File: config.mk
export PLATFORM = sky130hd
export DESIGN_NAME = scs_top
export DESIGN_NICKNAME = d
export VERILOG_FILES = /design/src/scs_pkg.sv /design/src/scs_ost.sv /design/src/scs_sync.sv /design/src/scs_top.sv
export SDC_FILE = /design/constraint.sdc
export NUM_CORES = 1
export LEC_CHECK = 0
export BUFFER_PORTS_ARGS = -buffer_cell sky130_fd_sc_hd__buf_2
export CORE_MARGIN = 4
export CORE_UTILIZATION = 35
export CTS_CLUSTER_DIAMETER = 80
export DETAILED_ROUTE_END_ITERATION = 16
export PLACE_DENSITY = 0.59
export SYNTH_ARGS = -nofsm -noshare
export SYNTH_HDL_FRONTEND = slang
export SYNTH_SLANG_ARGS = --single-unit
File: constraint.sdc
create_clock -name clk_i -period 5.17 [get_ports clk_i]
set_input_delay 1.034 -clock clk_i [delete_from_list [all_inputs] [get_ports clk_i]]
set_output_delay 1.034 -clock clk_i [all_outputs]
set_load 0.05 [all_outputs]
File: src/scs_pkg.sv
package scs_pkg;

  // field widths
  localparam int unsigned SRC_W  = 3;
  localparam int unsigned DIV_W  = 4;
  localparam int unsigned FRQ_W  = 4;
  localparam int unsigned OSC_N  = 6;
  localparam int unsigned STAT_N = 7;

  // source codes
  localparam logic [SRC_W-1:0] SRC_EXT  = 3'h7;
  localparam logic [SRC_W-1:0] SRC_FAST = 3'h6;
  localparam logic [SRC_W-1:0] SRC_SLOW = 3'h5;
  localparam logic [SRC_W-1:0] SRC_SEC  = 3'h4;
  localparam logic [SRC_W-1:0] SRC_PLL  = 3'h2;

  // highest legal divider code, divide by 512
  localparam logic [DIV_W-1:0] DIV_MAX = 4'h9;

  // selection and frequency after reset
  localparam logic [SRC_W-1:0] RESET_SOURCE  = SRC_FAST;
  localparam logic [DIV_W-1:0] RESET_DIVIDER = 4'h0;
  localparam logic [FRQ_W-1:0] RESET_FREQ    = 4'h0;

  // bit positions in enable and ready vectors, OSC_PLL in the ready vector only
  localparam int unsigned OSC_EXT  = 0;
  localparam int unsigned OSC_FAST = 1;
  localparam int unsigned OSC_MED  = 2;
  localparam int unsigned OSC_SLOW = 3;
  localparam int unsigned OSC_SEC  = 4;
  localparam int unsigned OSC_ADC  = 5;
  localparam int unsigned OSC_PLL  = 6;

  // start-up timer length in oscillator periods
  localparam int unsigned OST_PERIODS = 1024;

  // synchroniser depth, and blanking of stale ready after a frequency write
  localparam int unsigned SYNC_STAGES       = 2;
  localparam int unsigned FREQ_BLANK_CYCLES = SYNC_STAGES + 1;
  localparam logic [1:0]  FREQ_BLANK_LOAD   = 2'(FREQ_BLANK_CYCLES);

  // switch sequencer
  typedef enum logic [1:0] {
    ST_IDLE,
    ST_WAIT,
    ST_READY
  } scs_state_e;

endpackage : scs_pkg

File: src/scs_ost.sv
`timescale 1ns/100ps
`default_nettype none
module scs_ost #(
  parameter int unsigned PERIODS = scs_pkg::OST_PERIODS
) (
  // clock and reset
  input  wire logic clk_i,
  input  wire logic rst_b_i,
  input  wire logic en_i,
  // synchronised oscillator level and restart
  input  wire logic osc_sync_i,
  input  wire logic restart_i,
  // count complete
  output logic      done_o
);
  import scs_pkg::*;

  localparam int unsigned CNT_W = $clog2(PERIODS + 1);
  localparam logic [CNT_W-1:0] CNT_END = CNT_W'(PERIODS);

  logic             osc_prev_reg;
  logic             osc_prev_next;
  logic [CNT_W-1:0] cnt_reg;
  logic [CNT_W-1:0] cnt_next;

  // one count per rising edge of the oscillator, saturating at the end
  always_comb
  begin
    osc_prev_next = osc_sync_i;
    cnt_next      = cnt_reg;
    if (restart_i)
      cnt_next = '0;
    else if (osc_sync_i && !osc_prev_reg && cnt_reg != CNT_END)
      cnt_next = cnt_reg + CNT_W'(1);
  end

  always_ff @(posedge clk_i or negedge rst_b_i)
  begin
    if (!rst_b_i)
    begin
      osc_prev_reg <= 1'b0;
      cnt_reg      <= '0;
    end
    else if (en_i)
    begin
      osc_prev_reg <= osc_prev_next;
      cnt_reg      <= cnt_next;
    end
  end

  // ready only after the full count since power-up or restart
  assign done_o = (cnt_reg == CNT_END);

endmodule : scs_ost
`default_nettype wire

File: src/scs_sync.sv
`timescale 1ns/100ps
`default_nettype none
module scs_sync #(
  parameter int unsigned WIDTH = 1
) (
  // clock and reset
  input  wire logic             clk_i,
  input  wire logic             rst_b_i,
  input  wire logic             en_i,
  // levels
  input  wire logic [WIDTH-1:0] async_i,
  output logic      [WIDTH-1:0] sync_o
);

  // two flops per bit; the first is read only by the second
  genvar g;
  generate
    for (g = 0; g < WIDTH; g++)
    begin : g_bit
      logic meta_reg;
      logic stable_reg;
      always_ff @(posedge clk_i or negedge rst_b_i)
      begin
        if (!rst_b_i)
        begin
          meta_reg   <= 1'b0;
          stable_reg <= 1'b0;
        end
        else if (en_i)
        begin
          meta_reg   <= async_i[g];
          stable_reg <= meta_reg;
        end
      end
      assign sync_o[g] = stable_reg;
    end
  endgenerate

endmodule : scs_sync
`default_nettype wire

File: src/scs_top.sv
// Behaviour
// - fast and medium ready flags set only when oscillator runs at accuracy
// - frequency select write clears both internal ready flags until ready again
// - medium clock held static while a frequency change is pending
// - ready status for every source and multiplier; manual enable cannot start multiplier
// - with switching not permitted, request writes are ignored
// - old selection drives clock until requested source reports ready
// - on ready set new-source-ready and irq flag; irq out when enabled
// - switch interrupt is never a wake-up from sleep
// - source codes: 7 ext, 6 fast, 5 slow, 4 secondary, 2 ext with multiplier
// - divider code n divides by two to the n, codes above 9 reserved
// - current fields change only at switch; then done set, new-ready cleared
// - with hold set, request accepted, new-ready set, switch not completed
// - with hold clear the switch completes once new-ready sets
// - multiplier source waits for source ready and multiplier lock
// - sleep entered before completion leaves the switch undone
// - wake with hold clear completes the switch and sets irq flag
// - wake with hold set stays on old clock and requests again
// - in doze the switch happens on the next clock cycle
// - irq flag stays set until software clears it
// - external ready only after start-up timer counted 1024 periods
`timescale 1ns/100ps
`default_nettype none
module scs_top
  import scs_pkg::*;
#(
  parameter int unsigned OST_LEN = scs_pkg::OST_PERIODS
) (
  // clock, reset, enable
  input  wire logic                         clk_i,
  input  wire logic                         rst_b_i,
  input  wire logic                         en_i,
  // configuration and control levels
  input  wire logic                         switch_permit_config_i,
  input  wire logic                         switch_hold_i,
  input  wire logic                         switch_irq_enable_i,
  input  wire logic [scs_pkg::OSC_N-1:0]    oscillator_manual_enable_i,
  // request write
  input  wire logic                         request_write_i,
  input  wire logic [scs_pkg::SRC_W-1:0]    requested_source_i,
  input  wire logic [scs_pkg::DIV_W-1:0]    requested_divider_i,
  // frequency select write
  input  wire logic                         freq_write_i,
  input  wire logic [scs_pkg::FRQ_W-1:0]    internal_frequency_select_i,
  // irq flag clear strobe
  input  wire logic                         switch_irq_clear_i,
  // power state, same clock domain
  input  wire logic                         sleep_i,
  input  wire logic                         doze_i,
  // raw oscillator pins and analog ready levels
  input  wire logic                         ext_osc_i,
  input  wire logic                         fast_accurate_i,
  input  wire logic                         medium_accurate_i,
  input  wire logic                         slow_running_i,
  input  wire logic                         sec_running_i,
  input  wire logic                         adc_rc_running_i,
  input  wire logic                         multiplier_locked_i,
  // selection fields
  output logic      [scs_pkg::SRC_W-1:0]    requested_source_o,
  output logic      [scs_pkg::DIV_W-1:0]    requested_divider_o,
  output logic      [scs_pkg::SRC_W-1:0]    current_source_o,
  output logic      [scs_pkg::DIV_W-1:0]    current_divider_o,
  output logic      [scs_pkg::FRQ_W-1:0]    internal_frequency_select_o,
  // flags and interrupt
  output logic                              new_source_ready_o,
  output logic                              switch_done_flag_o,
  output logic                              switch_irq_flag_o,
  output logic                              irq_o,
  // oscillator status and enables
  output logic      [scs_pkg::STAT_N-1:0]   oscillator_ready_status_o,
  output logic      [scs_pkg::OSC_N-1:0]    oscillator_enable_o,
  output logic                              multiplier_enable_o,
  output logic                              medium_run_o,
  // divided system clock enable
  output logic                              sys_clk_tick_o
);

  // synchronised analog levels and oscillator pin
  logic [6:0] raw_lvl;
  logic [6:0] syn_lvl;
  assign raw_lvl = {ext_osc_i, multiplier_locked_i, adc_rc_running_i, sec_running_i,
                    slow_running_i, medium_accurate_i, fast_accurate_i};

  scs_sync #(
    .WIDTH (7)
  ) u_sync (
    .clk_i   (clk_i),
    .rst_b_i (rst_b_i),
    .en_i    (en_i),
    .async_i (raw_lvl),
    .sync_o  (syn_lvl)
  );

  logic fast_syn;
  logic med_syn;
  logic slow_syn;
  logic sec_syn;
  logic adc_syn;
  logic pll_syn;
  logic ext_syn;
  assign fast_syn = syn_lvl[0];
  assign med_syn  = syn_lvl[1];
  assign slow_syn = syn_lvl[2];
  assign sec_syn  = syn_lvl[3];
  assign adc_syn  = syn_lvl[4];
  assign pll_syn  = syn_lvl[5];
  assign ext_syn  = syn_lvl[6];

  // state
  scs_state_e       state_reg,    state_next;
  logic [SRC_W-1:0] req_src_reg,  req_src_next;
  logic [DIV_W-1:0] req_div_reg,  req_div_next;
  logic [SRC_W-1:0] cur_src_reg,  cur_src_next;
  logic [DIV_W-1:0] cur_div_reg,  cur_div_next;
  logic             nsr_reg,      nsr_next;
  logic             done_reg,     done_next;
  logic             irqf_reg,     irqf_next;
  logic             sleep_q_reg,  sleep_q_next;
  logic [FRQ_W-1:0] frq_reg,      frq_next;
  logic [1:0]       blank_reg,    blank_next;
  logic             fast_rdy_reg, fast_rdy_next;
  logic             med_rdy_reg,  med_rdy_next;
  logic             stall_reg,    stall_next;
  logic [8:0]       div_cnt_reg,  div_cnt_next;
  logic             tick_reg,     tick_next;

  // decoded conditions
  logic req_legal;
  logic req_take;
  logic req_differs;
  logic wake_edge;
  logic ext_wanted;
  logic ext_ready;
  logic ost_restart;
  logic target_ready;
  logic irq_set;

  // reserved source or divider codes never count as a request
  always_comb
  begin
    unique case (requested_source_i)
      SRC_EXT, SRC_FAST, SRC_SLOW, SRC_SEC, SRC_PLL: req_legal = (requested_divider_i <= DIV_MAX);
      default:                                        req_legal = 1'b0;
    endcase
  end

  assign req_take    = request_write_i && switch_permit_config_i && req_legal;
  assign req_differs = {requested_source_i, requested_divider_i} != {cur_src_reg, cur_div_reg};
  assign wake_edge   = sleep_q_reg && !sleep_i;

  // external oscillator runs when chosen, requested or forced on
  assign ext_wanted  = oscillator_manual_enable_i[OSC_EXT]
                    || cur_src_reg == SRC_EXT || cur_src_reg == SRC_PLL
                    || req_src_reg == SRC_EXT || req_src_reg == SRC_PLL;
  // timer restarts after wake or whenever the oscillator is stopped
  assign ost_restart = wake_edge || !ext_wanted;

  scs_ost #(
    .PERIODS (OST_LEN)
  ) u_ost (
    .clk_i      (clk_i),
    .rst_b_i    (rst_b_i),
    .en_i       (en_i),
    .osc_sync_i (ext_syn),
    .restart_i  (ost_restart),
    .done_o     (ext_ready)
  );

  // ready of the requested selection
  always_comb
  begin
    unique case (req_src_reg)
      SRC_EXT:  target_ready = ext_ready;
      SRC_FAST: target_ready = fast_rdy_reg;
      SRC_SLOW: target_ready = slow_syn;
      SRC_SEC:  target_ready = sec_syn;
      SRC_PLL:  target_ready = ext_ready && pll_syn;
      default:  target_ready = 1'b0;
    endcase
  end

  // switch sequencer; doze does not stall it, it only steps on clk
  always_comb
  begin
    state_next   = state_reg;
    req_src_next = req_src_reg;
    req_div_next = req_div_reg;
    cur_src_next = cur_src_reg;
    cur_div_next = cur_div_reg;
    nsr_next     = nsr_reg;
    done_next    = done_reg;
    sleep_q_next = sleep_i;
    irq_set      = 1'b0;
    if (req_take)
    begin
      req_src_next = requested_source_i;
      req_div_next = requested_divider_i;
      nsr_next     = 1'b0;
      // writing the current value back abandons a pending switch
      state_next   = req_differs ? ST_WAIT : ST_IDLE;
      if (req_differs)
        done_next = 1'b0;
    end
    else
    begin
      unique case (state_reg)
        ST_IDLE:
        begin
          state_next = ST_IDLE;
        end
        ST_WAIT:
        begin
          // old clock keeps running until the new one is ready
          if (target_ready && !sleep_i)
          begin
            nsr_next   = 1'b1;
            irq_set    = 1'b1;
            state_next = ST_READY;
          end
        end
        ST_READY:
        begin
          if (wake_edge && switch_hold_i)
          begin
            nsr_next   = 1'b0;
            state_next = ST_WAIT;
          end
          else if (!switch_hold_i && !sleep_i)
          begin
            cur_src_next = req_src_reg;
            cur_div_next = req_div_reg;
            done_next    = 1'b1;
            nsr_next     = 1'b0;
            irq_set      = wake_edge;
            state_next   = ST_IDLE;
          end
        end
      endcase
    end
    // set wins over a clear in the same cycle
    irqf_next = irq_set || (irqf_reg && !switch_irq_clear_i);
  end

  always_ff @(posedge clk_i or negedge rst_b_i)
  begin
    if (!rst_b_i)
    begin
      state_reg   <= ST_IDLE;
      req_src_reg <= RESET_SOURCE;
      req_div_reg <= RESET_DIVIDER;
      cur_src_reg <= RESET_SOURCE;
      cur_div_reg <= RESET_DIVIDER;
      nsr_reg     <= 1'b0;
      done_reg    <= 1'b0;
      irqf_reg    <= 1'b0;
      sleep_q_reg <= 1'b0;
    end
    else if (en_i)
    begin
      state_reg   <= state_next;
      req_src_reg <= req_src_next;
      req_div_reg <= req_div_next;
      cur_src_reg <= cur_src_next;
      cur_div_reg <= cur_div_next;
      nsr_reg     <= nsr_next;
      done_reg    <= done_next;
      irqf_reg    <= irqf_next;
      sleep_q_reg <= sleep_q_next;
    end
  end

  // internal frequency select; stale ready is blanked through the synchroniser delay
  always_comb
  begin
    frq_next      = frq_reg;
    blank_next    = blank_reg;
    fast_rdy_next = fast_rdy_reg;
    med_rdy_next  = med_rdy_reg;
    stall_next    = stall_reg;
    if (freq_write_i)
    begin
      frq_next      = internal_frequency_select_i;
      blank_next    = FREQ_BLANK_LOAD;
      fast_rdy_next = 1'b0;
      med_rdy_next  = 1'b0;
      stall_next    = 1'b1;
    end
    else if (blank_reg != 2'h0)
      blank_next = blank_reg - 2'h1;
    else
    begin
      fast_rdy_next = fast_syn;
      med_rdy_next  = med_syn;
      if (fast_syn)
        stall_next = 1'b0;
    end
  end

  always_ff @(posedge clk_i or negedge rst_b_i)
  begin
    if (!rst_b_i)
    begin
      frq_reg      <= RESET_FREQ;
      blank_reg    <= FREQ_BLANK_LOAD;
      fast_rdy_reg <= 1'b0;
      med_rdy_reg  <= 1'b0;
      stall_reg    <= 1'b1;
    end
    else if (en_i)
    begin
      frq_reg      <= frq_next;
      blank_reg    <= blank_next;
      fast_rdy_reg <= fast_rdy_next;
      med_rdy_reg  <= med_rdy_next;
      stall_reg    <= stall_next;
    end
  end

  // divided clock enable, one tick every two to the n cycles
  always_comb
  begin
    div_cnt_next = div_cnt_reg + 9'h001;
    tick_next    = 1'b0;
    if (div_cnt_reg >= 9'((1 << cur_div_reg) - 1))
    begin
      div_cnt_next = 9'h000;
      tick_next    = 1'b1;
    end
  end

  always_ff @(posedge clk_i or negedge rst_b_i)
  begin
    if (!rst_b_i)
    begin
      div_cnt_reg <= 9'h000;
      tick_reg    <= 1'b0;
    end
    else if (en_i)
    begin
      div_cnt_reg <= div_cnt_next;
      tick_reg    <= tick_next;
    end
  end

  // outputs
  assign requested_source_o          = req_src_reg;
  assign requested_divider_o         = req_div_reg;
  assign current_source_o            = cur_src_reg;
  assign current_divider_o           = cur_div_reg;
  assign internal_frequency_select_o = frq_reg;
  assign new_source_ready_o          = nsr_reg;
  assign switch_done_flag_o          = done_reg;
  assign switch_irq_flag_o           = irqf_reg;
  assign irq_o                       = irqf_reg && switch_irq_enable_i && !sleep_i;
  assign medium_run_o                = !stall_reg;
  assign sys_clk_tick_o              = tick_reg;
  assign oscillator_ready_status_o   = {pll_syn, adc_syn, sec_syn, slow_syn, med_rdy_reg, fast_rdy_reg, ext_ready};
  // manual enables reach oscillators only; the multiplier follows selection alone
  assign multiplier_enable_o         = (cur_src_reg == SRC_PLL) || (req_src_reg == SRC_PLL);
  assign oscillator_enable_o         = oscillator_manual_enable_i
                                    | {1'b0,
                                       cur_src_reg == SRC_SEC  || req_src_reg == SRC_SEC,
                                       cur_src_reg == SRC_SLOW || req_src_reg == SRC_SLOW,
                                       1'b0,
                                       cur_src_reg == SRC_FAST || req_src_reg == SRC_FAST,
                                       ext_wanted};
endmodule : scs_top
`default_nettype wire

==> results of run 1 <==
[routing by layer]
| metal | up-vias | global-route usage (%) | part of all wire, % |
|---|---|---|---|
| li1 | 1390 | - | - |
| met1 | 1337 | 18.9 | 48 |
| met2 | 61 | 21.6 | 46 |
| met3 | 9 | 4.95 | 5.5 |
| met4 | 0 | 3.25 | 1.2 |
| met5 | - | 0 | 0 |
[worst max-delay path, stage by stage (launching register included)]
cell,delay [ps]
dfrtp_1,460
or2_2,340
or3_1,350
ha_1,250
nor3_1,200
a21o_1,100
a32oi_1,100
ha_1,310
a2111oi_0,390
o21ai_0,160
a21oi_1,330
nor2_1,220
mux2_2,310
[final cells by class]
cell class / instances / area, µm²
clock buffer: 13 / 149
inverter: 26 / 100
sequential: 65 / 1640
clock inverter: 3 / 40.0
fill: 1047 / 6030
multi-input combinational: 240 / 1810
tap: 136 / 170
timing repair buffer: 69 / 350
[power groups by stage]
| stage | Sequential [W] | Clock, W | Combinational, W |
|---|---|---|---|
| 2_1_floorplan | 0.000754 | 0 | 0.000351 |
| 3_3_place_gp | 0.000669 | 0 | 0.000556 |
| 3_5_place_dp | 0.000672 | 0 | 0.000563 |
| 4_1_cts | 0.000663 | 0.000439 | 0.000565 |
| 5_1_grt | 0.000675 | 0.000465 | 0.000618 |
| 6_report | 0.000662 | 0.000429 | 0.000558 |
[through the flow]
step	hold WS [ps]	setup WS [ps]	util, %	total power (W)
2_1_floorplan	461	1700	-	0.00111
3_3_place_gp	481	1530	39.5	0.00122
3_5_place_dp	487	1510	39.5	0.00123
4_1_cts	502	1490	41.4	0.00167
5_1_grt	529	1100	41.4	0.00176
6_report	497	1510	41.4	0.00165
[worst paths after layout]
| path | depth (start not counted) | from | end | slack [ps] |
|---|---|---|---|---|
| setup / recovery | 12 | current_divider_o[0]$_DFFE_PN0P_ | sys_clk_tick_o$_DFFE_PN0P_ | 1510 |
| min in group asynchronous | 1 | rst_b_i | div_cnt_reg[8]$_DFFE_PN0P_ | 670 |
| max in group asynchronous | 2 | rst_b_i | blank_reg[0]$_DFFE_PN1P_ | 3540 |
| hold reg to reg | 2 | blank_reg[0]$_DFFE_PN1P_ | blank_reg[0]$_DFFE_PN1P_ | 500 |
| hold / removal | 2 | blank_reg[0]$_DFFE_PN1P_ | blank_reg[0]$_DFFE_PN1P_ | 500 |
| setup reg to reg | 12 | current_divider_o[0]$_DFFE_PN0P_ | sys_clk_tick_o$_DFFE_PN0P_ | 1510 |
[cells by family (layout without fill, tap and decap cells)]
| group | count (synthesis) | count (layout) | synth area share [%] |
|---|---|---|---|
| muxes | 41 | 41 | 12.5 |
| AOI/OAI and AO/OA | 80 | 80 | 14.7 |
| buffers and inverters | 48 | 111 | 6.01 |
| DFF | 65 | 65 | 44.7 |
| xor gates and xnor gates | 15 | 15 | 3.59 |
| and+or+nand+nor | 88 | 88 | 13.1 |
| adders and majority gates | 16 | 16 | 5.47 |
[placed cells by master (no fill, tap or decap), drive strengths merged, types with 3 or more instances in the layout]
cell     instances
o21ai           20
nand4            7
or3              5
dfrtp           58
a21oi           23
xor2             4
dfstp            7
clkbuf          13
nand2b           7
nor3             6
nor4             4
nand3           10
inv             26
and3             7
o2bb2ai          3
and2             3
a31oi            3
buf             69
xnor2           11
ha              16
mux2i            3
nand3b           3
a31o             3
mux2            38
nor2            11
nand2           16
==> reports/metrics.cfg, run 1 <==
[sta]
slew_viol_final=0
setup_viol=0
finalHoldViolCount=0
skew_ps=9.68
finalCriticalPeriod_ps=3660
fmaxAchievable_ghz=0.273
min_period_over_period_pct=70.9
worst_slew_pin_slew_ps=1010
rsz0062_at_grt=no
relSlewSlack_pct=32.3
final.setup.tns_ps=0

[synth]
yosysSeqAreaShare_pct=44.7
synth_area_um2=3660
yosys-top-cells-count=dfrtp_1 (58), mux2_2 (38), inv_1 (25)
synth-seq-cells=65
synthTopCellsByArea=dfrtp_1 (40%), mux2_2 (12%), ha_1 (5.5%)
synthArstFlopShare_pct=100
synth_area_leader_cell=dfrtp_1
yosysMostFrequentCell=dfrtp_1
synthCells=353
ys_types=56
ys.flop_type=dfrtp_1
synth_edf_count=0
syn_nets=404
syn_avg_cell_area_um2=10.4
ys_warn_count=0
synth.top_cell.area_share_pct=39.6

[floorplan]
die_w_um=110
io-pin-count=73
num_rows=37
chipHeight_um=110
start_util_pct=35.6
die-area_um2=12200
core_um2=10300

[global_routing]
grtUsageTotal_pct=14.0
grt_max_degree=45
grt_pass1_vias=2833
grt-ovfl-total=0
antenna_found_initial=0
grt_pass1_wl_um=13500

[cts]
numClockSinks=65
cts.root.buffer_cell=clkbuf_8
cts.htree.levels=3
cts-hold-fix-buffers=0
clockBufferDepth=2
post_cts_resized=0
insertion_delay_ps=340
cts.clk_slew.worst_paths_ps=70
post_cts_buffers=0
numCtsBuffers=9
tritoncts=built

[worst_setup_path]
worstPathRequired_ps=5390
critical_path_arrival_ps=3890
end_kind=register
critical_path_class=reg -> reg
crit_path_max_fanout=8
startpoint_type=register

[layout]
instances_no_fill=552
antenna_cells=0
drive_gt1_share_pct=32.5
largest_reg_flops=11
fin_nets=462
stdcell_area_um2=4250
area_delta_synth_final_pct=16.1

[power_and_ir_drop]
power_frac_clock_pct=26.0
share_comb_of_total_power_pct=33.8
power-per-cell-area_nw_per_um2=388
switching_share_pct=39.3
internal-power_w=0.00100
leakagePower_nw=1.93
seq_power_share_pct=40.2
power.switching_w=0.000647
vdd_ir_drop_max_uv=256

[placed_design]
io_buffer_count=67
placed_cells=536
placed_area_um2=4060
dp_hpwl_um=5830
place_congestion=0.788

[detailed_routing]
drt-total-wl_um=8000
num_vias=2797
ant_nets=0
drt_iter0_markers=103
wl_per_cell_um=14.5
drc=0
via_per_inst=5.07
first_pass_iters=4

[outcome]
outcome=completed

[flow_run]
max_cap_viol_count=0

[min_path]
hold_path.class=reg -> reg

(Power assumes the default switching activity.)
==> inputs of run 2 (changes only) <==
==> constraint.sdc (replaced) <==
create_clock -name clk_i -period 3.5 [get_ports clk_i]
set_input_delay 0.7 -clock clk_i [delete_from_list [all_inputs] [get_ports clk_i]]
set_output_delay 0.7 -clock clk_i [all_outputs]
set_load 0.05 [all_outputs]
==> run 2 against run 1 <==
  * Hold slack got worse by 180 ps
  * Clock skew increased by 1.6 ps
  * Cell area grew 2.5%
  * Highest routed layer unchanged
  * Via count grew 2.2%
  * Routed wire length up 2.3%
  * Sequential share of layout area fell by 0.93 points
  * Largest cell class unchanged
  * Critical path type unchanged
  * Flip-flop and latch count unchanged
==> reports/metrics.cfg, run 2 (synthesized netlist as in run 1, its figures left out) <==
[outcome]
outcome=completed  ; unchanged

[placed_design]
io_buffer_count=67  ; unchanged
dp_hpwl_um=6000  ; was 5830 µm
placed_cells=543  ; was 536
placed_area_um2=4110  ; was 4060 µm²
place_congestion=0.832  ; was 0.788

[worst_setup_path]
path_common_cell=ha_1  ; unchanged
critical_path_arrival_ps=3440  ; was 3890 ps
crit_slowest_cell=dfrtp_1  ; unchanged
crit_path_max_fanout=8  ; unchanged
path_delay_family=simple AND/OR/NAND/NOR gates  ; unchanged
cp_cell_sequence=or2_2 -> or3_1 -> ha_1 -> nor3_2 -> a21o_1 -> a32oi_1 -> ha_1 -> a2111oi_1 -> o21ai_0 -> a21oi_1 -> nor2_1 -> mux2_2  ; was or2_2 -> or3_1 -> ha_1 -> nor3_1 -> a21o_1 -> a32oi_1 -> ha_1 -> a2111oi_0 -> o21ai_0 -> a21oi_1 -> nor2_1 -> mux2_2
end_kind=register  ; unchanged
path_buf_inv=0  ; unchanged
slowest_delay_ps=380  ; was 460 ps
worstPathRequired_ps=3730  ; was 5390 ps
startpoint_type=register  ; unchanged
critical_path_class=reg -> reg  ; unchanged

[sta]
relSlewSlack_pct=55.8  ; was 32.3%
fmaxAchievable_ghz=0.311  ; was 0.273 GHz
worst_slew_pin_slew_ps=657  ; was 1010 ps
rsz0062_at_grt=no  ; unchanged
finalHoldViolCount=0  ; unchanged
final.setup.tns_ps=0  ; unchanged
min_period_over_period_pct=91.8  ; was 70.9%
setup_viol=0  ; unchanged
slew_viol_final=0  ; unchanged
finalCriticalPeriod_ps=3210  ; was 3660 ps
skew_ps=11.3  ; was 9.68 ps

[layout]
antenna_cells=0  ; unchanged
instances_no_fill=559  ; was 552
largest_reg_flops=11  ; unchanged
stdcell_area_um2=4360  ; was 4250 µm²
area_delta_synth_final_pct=19.0  ; was 16.1%
final_common_cell=buf_2  ; unchanged
layout_common_cells=buf_2 (67), dfrtp_1 (58), mux2_2 (38)  ; unchanged
fin_nets=469  ; was 462
drive_gt1_share_pct=34.0  ; was 32.5%

[cts]
insertion_delay_ps=350  ; was 340 ps
tritoncts=built  ; unchanged
cts-hold-fix-buffers=0  ; unchanged
clockBufferDepth=2  ; unchanged
cts.clk_slew.worst_paths_ps=80  ; was 70 ps
cts.htree.levels=3  ; unchanged
numClockSinks=65  ; unchanged
numCtsBuffers=9  ; unchanged
cts.root.buffer_cell=clkbuf_8  ; unchanged

[power_and_ir_drop]
finalPower_w=0.00261  ; was 0.00165 W
vdd_ir_drop_max_uv=311  ; was 256 µV
leakagePower_nw=1.99  ; was 1.93 nW
power-per-cell-area_nw_per_um2=599  ; was 388 nW/µm²

[floorplan]
io-pin-count=73  ; unchanged
die-area_um2=12200  ; unchanged
chipHeight_um=110  ; unchanged
die_w_um=110  ; unchanged
start_util_pct=35.6  ; unchanged
core_um2=10300  ; unchanged
num_rows=37  ; unchanged

[detailed_routing]
first_pass_iters=4  ; unchanged
drc=0  ; unchanged
drt-total-wl_um=8180  ; was 8000 µm
ant_nets=0  ; unchanged
via_per_inst=5.11  ; was 5.07
wl_per_cell_um=14.6  ; was 14.5 µm
num_vias=2858  ; was 2797
drt_iter0_markers=187  ; was 103

[flow_run]
max_cap_viol_count=0  ; unchanged

[global_routing]
grt_pass1_vias=2747  ; was 2833
grtUsageTotal_pct=13.9  ; was 14.0%
grt_pass1_wl_um=13200  ; was 13500 µm
grt_max_degree=39  ; was 45
antenna_found_initial=0  ; unchanged
grt-ovfl-total=0  ; unchanged

[min_path]
hold_path.class=in -> async  ; was reg -> reg

## run 2: changes by cell type in the layout (fill, tap and decap cells not counted), sizes merged
cell and delta:
buf +7, clkbuf -2, bufinv +2
## run 2: timing repair
action | 4_1_cts | 5_1_grt
endpoints found under the hold margin | 0 | 0
endpoints found under the setup margin | 0 | 1
gates resized for setup | 0 | 2
buffers inserted | 0 | 0
## run 2: final timing paths
path	startpoint	to	slack, ps	depth (start not counted)
worst max-delay path	current_divider_o[0]$_DFFE_PN0P_	sys_clk_tick_o$_DFFE_PN0P_	290	12
worst min-delay path	rst_b_i	div_cnt_reg[0]$_DFFE_PN0P_	310	1
worst max register to register	current_divider_o[0]$_DFFE_PN0P_	sys_clk_tick_o$_DFFE_PN0P_	290	12
worst min register to register	u_ost.osc_prev_reg$_DFFE_PN0P_	u_ost.osc_prev_reg$_DFFE_PN0P_	500	1
max in group asynchronous	rst_b_i	requested_source_o[2]$_DFFE_PN1P_	2390	2
min in group clk_i	u_ost.osc_prev_reg$_DFFE_PN0P_	u_ost.osc_prev_reg$_DFFE_PN0P_	500	1
## run 2: cell type report
| type | instances | area, µm² |
|---|---|---|
| tap | 136 | 170 |
| multi-input combinational | 240 | 1810 |
| clock buffer | 11 | 131 |
| fill | 1046 | 5920 |
| clock inverter | 5 | 104 |
| inverter | 26 | 100 |
| timing repair buffer | 76 | 403 |
| sequential | 65 | 1640 |
## run 2: worst reg2reg max path, delay by kind of cell, from the launching register on
kind / cells / cell delay [ps]
flops: 1 / 380
compound gates: 5 / 850
simple gates: 4 / 1000
fa+ha+maj: 2 / 560
mux: 1 / 310
## run 2: power breakdown
| group | leakage (nW) | internal (W) | switching, W |
|---|---|---|---|
| Combinational | 1.05 | 0.000295 | 0.000571 |
| Sequential | 0.818 | 0.000865 | 0.000107 |
| Clock | 0.118 | 0.000474 | 0.000295 |
## run 2: stage by stage
stage | utilization (%) | setup WS (ps) | hold WS [ps]
3_3_place_gp | 40.0 | 295 | 481
6_report | 42.4 | 288 | 314
4_1_cts | 42.3 | 208 | 322
5_1_grt | 42.4 | 11.5 | 352
3_5_place_dp | 40.0 | 223 | 487
2_1_floorplan | - | 30.3 | 404
## run 2: layer usage
layer	global-route usage, %	share of wire (%)
met5	0	0
met1	18.3	47
met4	3.52	0.87
met2	22.5	47
met3	4.19	5.4
==> inputs of run 3 (changes only) <==
--- a/config.mk
+++ b/config.mk
@@ -10,7 +10,7 @@
 export CORE_UTILIZATION = 35
 export CTS_CLUSTER_DIAMETER = 80
 export DETAILED_ROUTE_END_ITERATION = 16
-export PLACE_DENSITY = 0.59
+export PLACE_DENSITY = 0.51
 export SYNTH_ARGS = -nofsm -noshare
 export SYNTH_HDL_FRONTEND = slang
 export SYNTH_SLANG_ARGS = --single-unit
==> run 3 against run 2 <==
  * Hold slack better by 190 ps
  * Largest cell class unchanged
  * Critical endpoint is now div_cnt_reg[3]$_DFFE_PN0P_
  * Cell count is 0.36% lower
  * Sequential power hardly changed
  * Clock skew is 0.69 ps lower
  * Global-route usage is 0.38 points higher
  * Setup slack better by 12 ps
  * Sequential share of layout area is 0.60 points higher
  * Critical path depth is 1 higher
  * Non-clock buffer count is 2 lower
  * Highest routed layer unchanged
  * Clock power is 24% lower
  * First-iteration DRC count is 39% lower
==> reports/metrics.cfg, run 3 (synthesized netlist as in run 1, its figures left out) <==
[sta]
setup_viol=0  ; unchanged
relSlewSlack_pct=44.7  ; was 55.8%
finalHoldViolCount=0  ; unchanged
worst_slew_pin_slew_ps=829  ; was 657 ps
slew_viol_final=0  ; unchanged
skew_ps=10.6  ; was 11.3 ps
finalCriticalPeriod_ps=3200  ; was 3210 ps
min_period_over_period_pct=91.4  ; was 91.8%
rsz0062_at_grt=no  ; unchanged
fmaxAchievable_ghz=0.313  ; was 0.311 GHz
hold_ws_ps=506  ; was 314 ps
final.setup.tns_ps=0  ; unchanged

[global_routing]
grt-ovfl-total=0  ; unchanged
grt_pass1_wl_um=13800  ; was 13200 µm
grt_pass1_vias=2903  ; was 2747
antenna_found_initial=0  ; unchanged
grt_max_degree=66  ; was 39
grtUsageTotal_pct=14.3  ; was 13.9%

[worst_setup_path]
startpoint_type=register  ; unchanged
worstPathRequired_ps=3760  ; was 3730 ps
critical_path_class=reg -> reg  ; unchanged
critical_path_arrival_ps=3460  ; was 3440 ps
crit_path_max_fanout=6  ; was 8
end_kind=register  ; unchanged

[detailed_routing]
wl_met1_um=3840  ; was 3830 µm
num_vias=2846  ; was 2858
drt-total-wl_um=8090  ; was 8180 µm
wl_met3_um=414  ; was 441 µm
drc=0  ; unchanged
via_per_inst=5.11  ; about the same
ant_nets=0  ; unchanged
routed-wl-met2_um=3800  ; was 3830 µm
top_layer_used=met4  ; unchanged
wl_per_cell_um=14.5  ; was 14.6 µm
drt_iter0_markers=114  ; was 187
first_pass_iters=4  ; unchanged

[outcome]
outcome=completed  ; unchanged

[layout]
fin_nets=467  ; was 469
final_common_cell=buf_2  ; unchanged
fin_util_pct=41.7  ; was 42.4%
seq_area_um2=1640  ; unchanged
instances_no_fill=557  ; was 559
area_delta_synth_final_pct=17.1  ; was 19.0%
largest_reg_flops=11  ; unchanged
fillers=1059  ; was 1046
layout_common_cells=buf_2 (67), dfrtp_1 (58), mux2_2 (38)  ; unchanged
antenna_cells=0  ; unchanged
multi_input_area_um2=1810  ; about the same
drive_gt1_share_pct=34.4  ; was 34.0%

[placed_design]
io_buffer_count=67  ; unchanged
dp_hpwl_um=5900  ; was 6000 µm
place_congestion=0.816  ; was 0.832
placed_cells=541  ; was 543

[cts]
tritoncts=built  ; unchanged
post_cts_resized=0  ; unchanged
post_cts_buffers=0  ; unchanged
numClockSinks=65  ; unchanged
numCtsBuffers=9  ; unchanged
cts-hold-fix-buffers=0  ; unchanged
cts.root.buffer_cell=clkbuf_8  ; unchanged
cts.htree.levels=3  ; unchanged
insertion_delay_ps=350  ; about the same
cts.clk_slew.worst_paths_ps=80  ; about the same
clockBufferDepth=2  ; unchanged

[floorplan]
io-pin-count=73  ; unchanged
die-area_um2=12200  ; unchanged
num_rows=37  ; unchanged
die_w_um=110  ; unchanged
start_util_pct=35.6  ; unchanged
chipHeight_um=110  ; unchanged
core_um2=10300  ; unchanged

[min_path]
hold_path.class=reg -> reg  ; was in -> async

[power_and_ir_drop]
leakagePower_nw=1.95  ; was 1.99 nW
power-per-cell-area_nw_per_um2=572  ; was 599 nW/µm²
vdd_ir_drop_max_uv=232  ; was 311 µV

[flow_run]
max_cap_viol_count=0  ; unchanged

[run 3: area by class of cell]
| cell class | count | area share, % |
|---|---|---|
| Clock inverter | 7 | 1.28 |
| Clock buffer | 9 | 2.89 |
| Tap cell | 136 | 3.97 |
| Multi-Input combinational cell | 240 | 42.3 |
| Inverter | 26 | 2.34 |
| Sequential cell | 65 | 38.1 |
| Timing Repair Buffer | 74 | 9.05 |
[run 3: final timing paths]
check | start | endpoint | slack [ps] | depth (start not counted)
worst max-delay path | current_divider_o[0]$_DFFE_PN0P_ | div_cnt_reg[3]$_DFFE_PN0P_ | 300 | 13
worst min-delay path | stall_reg$_DFFE_PN1P_ | stall_reg$_DFFE_PN1P_ | 510 | 2
worst max register to register | current_divider_o[0]$_DFFE_PN0P_ | div_cnt_reg[3]$_DFFE_PN0P_ | 300 | 13
worst min register to register | stall_reg$_DFFE_PN1P_ | stall_reg$_DFFE_PN1P_ | 510 | 2
max in group asynchronous | rst_b_i | u_sync.g_bit[2].meta_reg$_DFFE_PN0P_ | 2430 | 2
min in group asynchronous | rst_b_i | div_cnt_reg[8]$_DFFE_PN0P_ | 540 | 2
[run 3: report_power, final]
group / internal, W / leakage (nW) / switching (W)
combinational: 0.000316 / 1.04 / 0.000577
clock: 0.000263 / 0.0862 / 0.000321
sequential: 0.000865 / 0.818 / 0.000110
total: 0.00144 / 1.95 / 0.00101
[run 3: worst max-delay path, cell delays in order, from the launching register on]
cell and delay (ps):
dfrtp_1 370, or2_2 310, or3_1 350, ha_1 250, nor3_1 200, a21o_1 100
a32oi_1 110, ha_1 330, a2111oi_2 290, o21ai_0 150, a21oi_1 210, nor2_2 110
buf_4 170, o221ai_1 150
[run 3: metrics by stage]
step / setup WS, ps / area, µm² / power (W)
6_report: 301 / 4290 / 0.00245
5_1_grt: 13.9 / 4290 / 0.00263
4_1_cts: 187 / 4280 / 0.00248
3_5_place_dp: 234 / 4100 / 0.00188
3_3_place_gp: 317 / 4100 / 0.00187
2_1_floorplan: 30.3 / 3660 / 0.00163
[run 3: per-layer routing]
metal	track usage (%)	up-vias
met5	0	-
met3	4.43	5
met2	22.9	51
met1	18.9	1385
li1	-	1405
met4	3.69	0
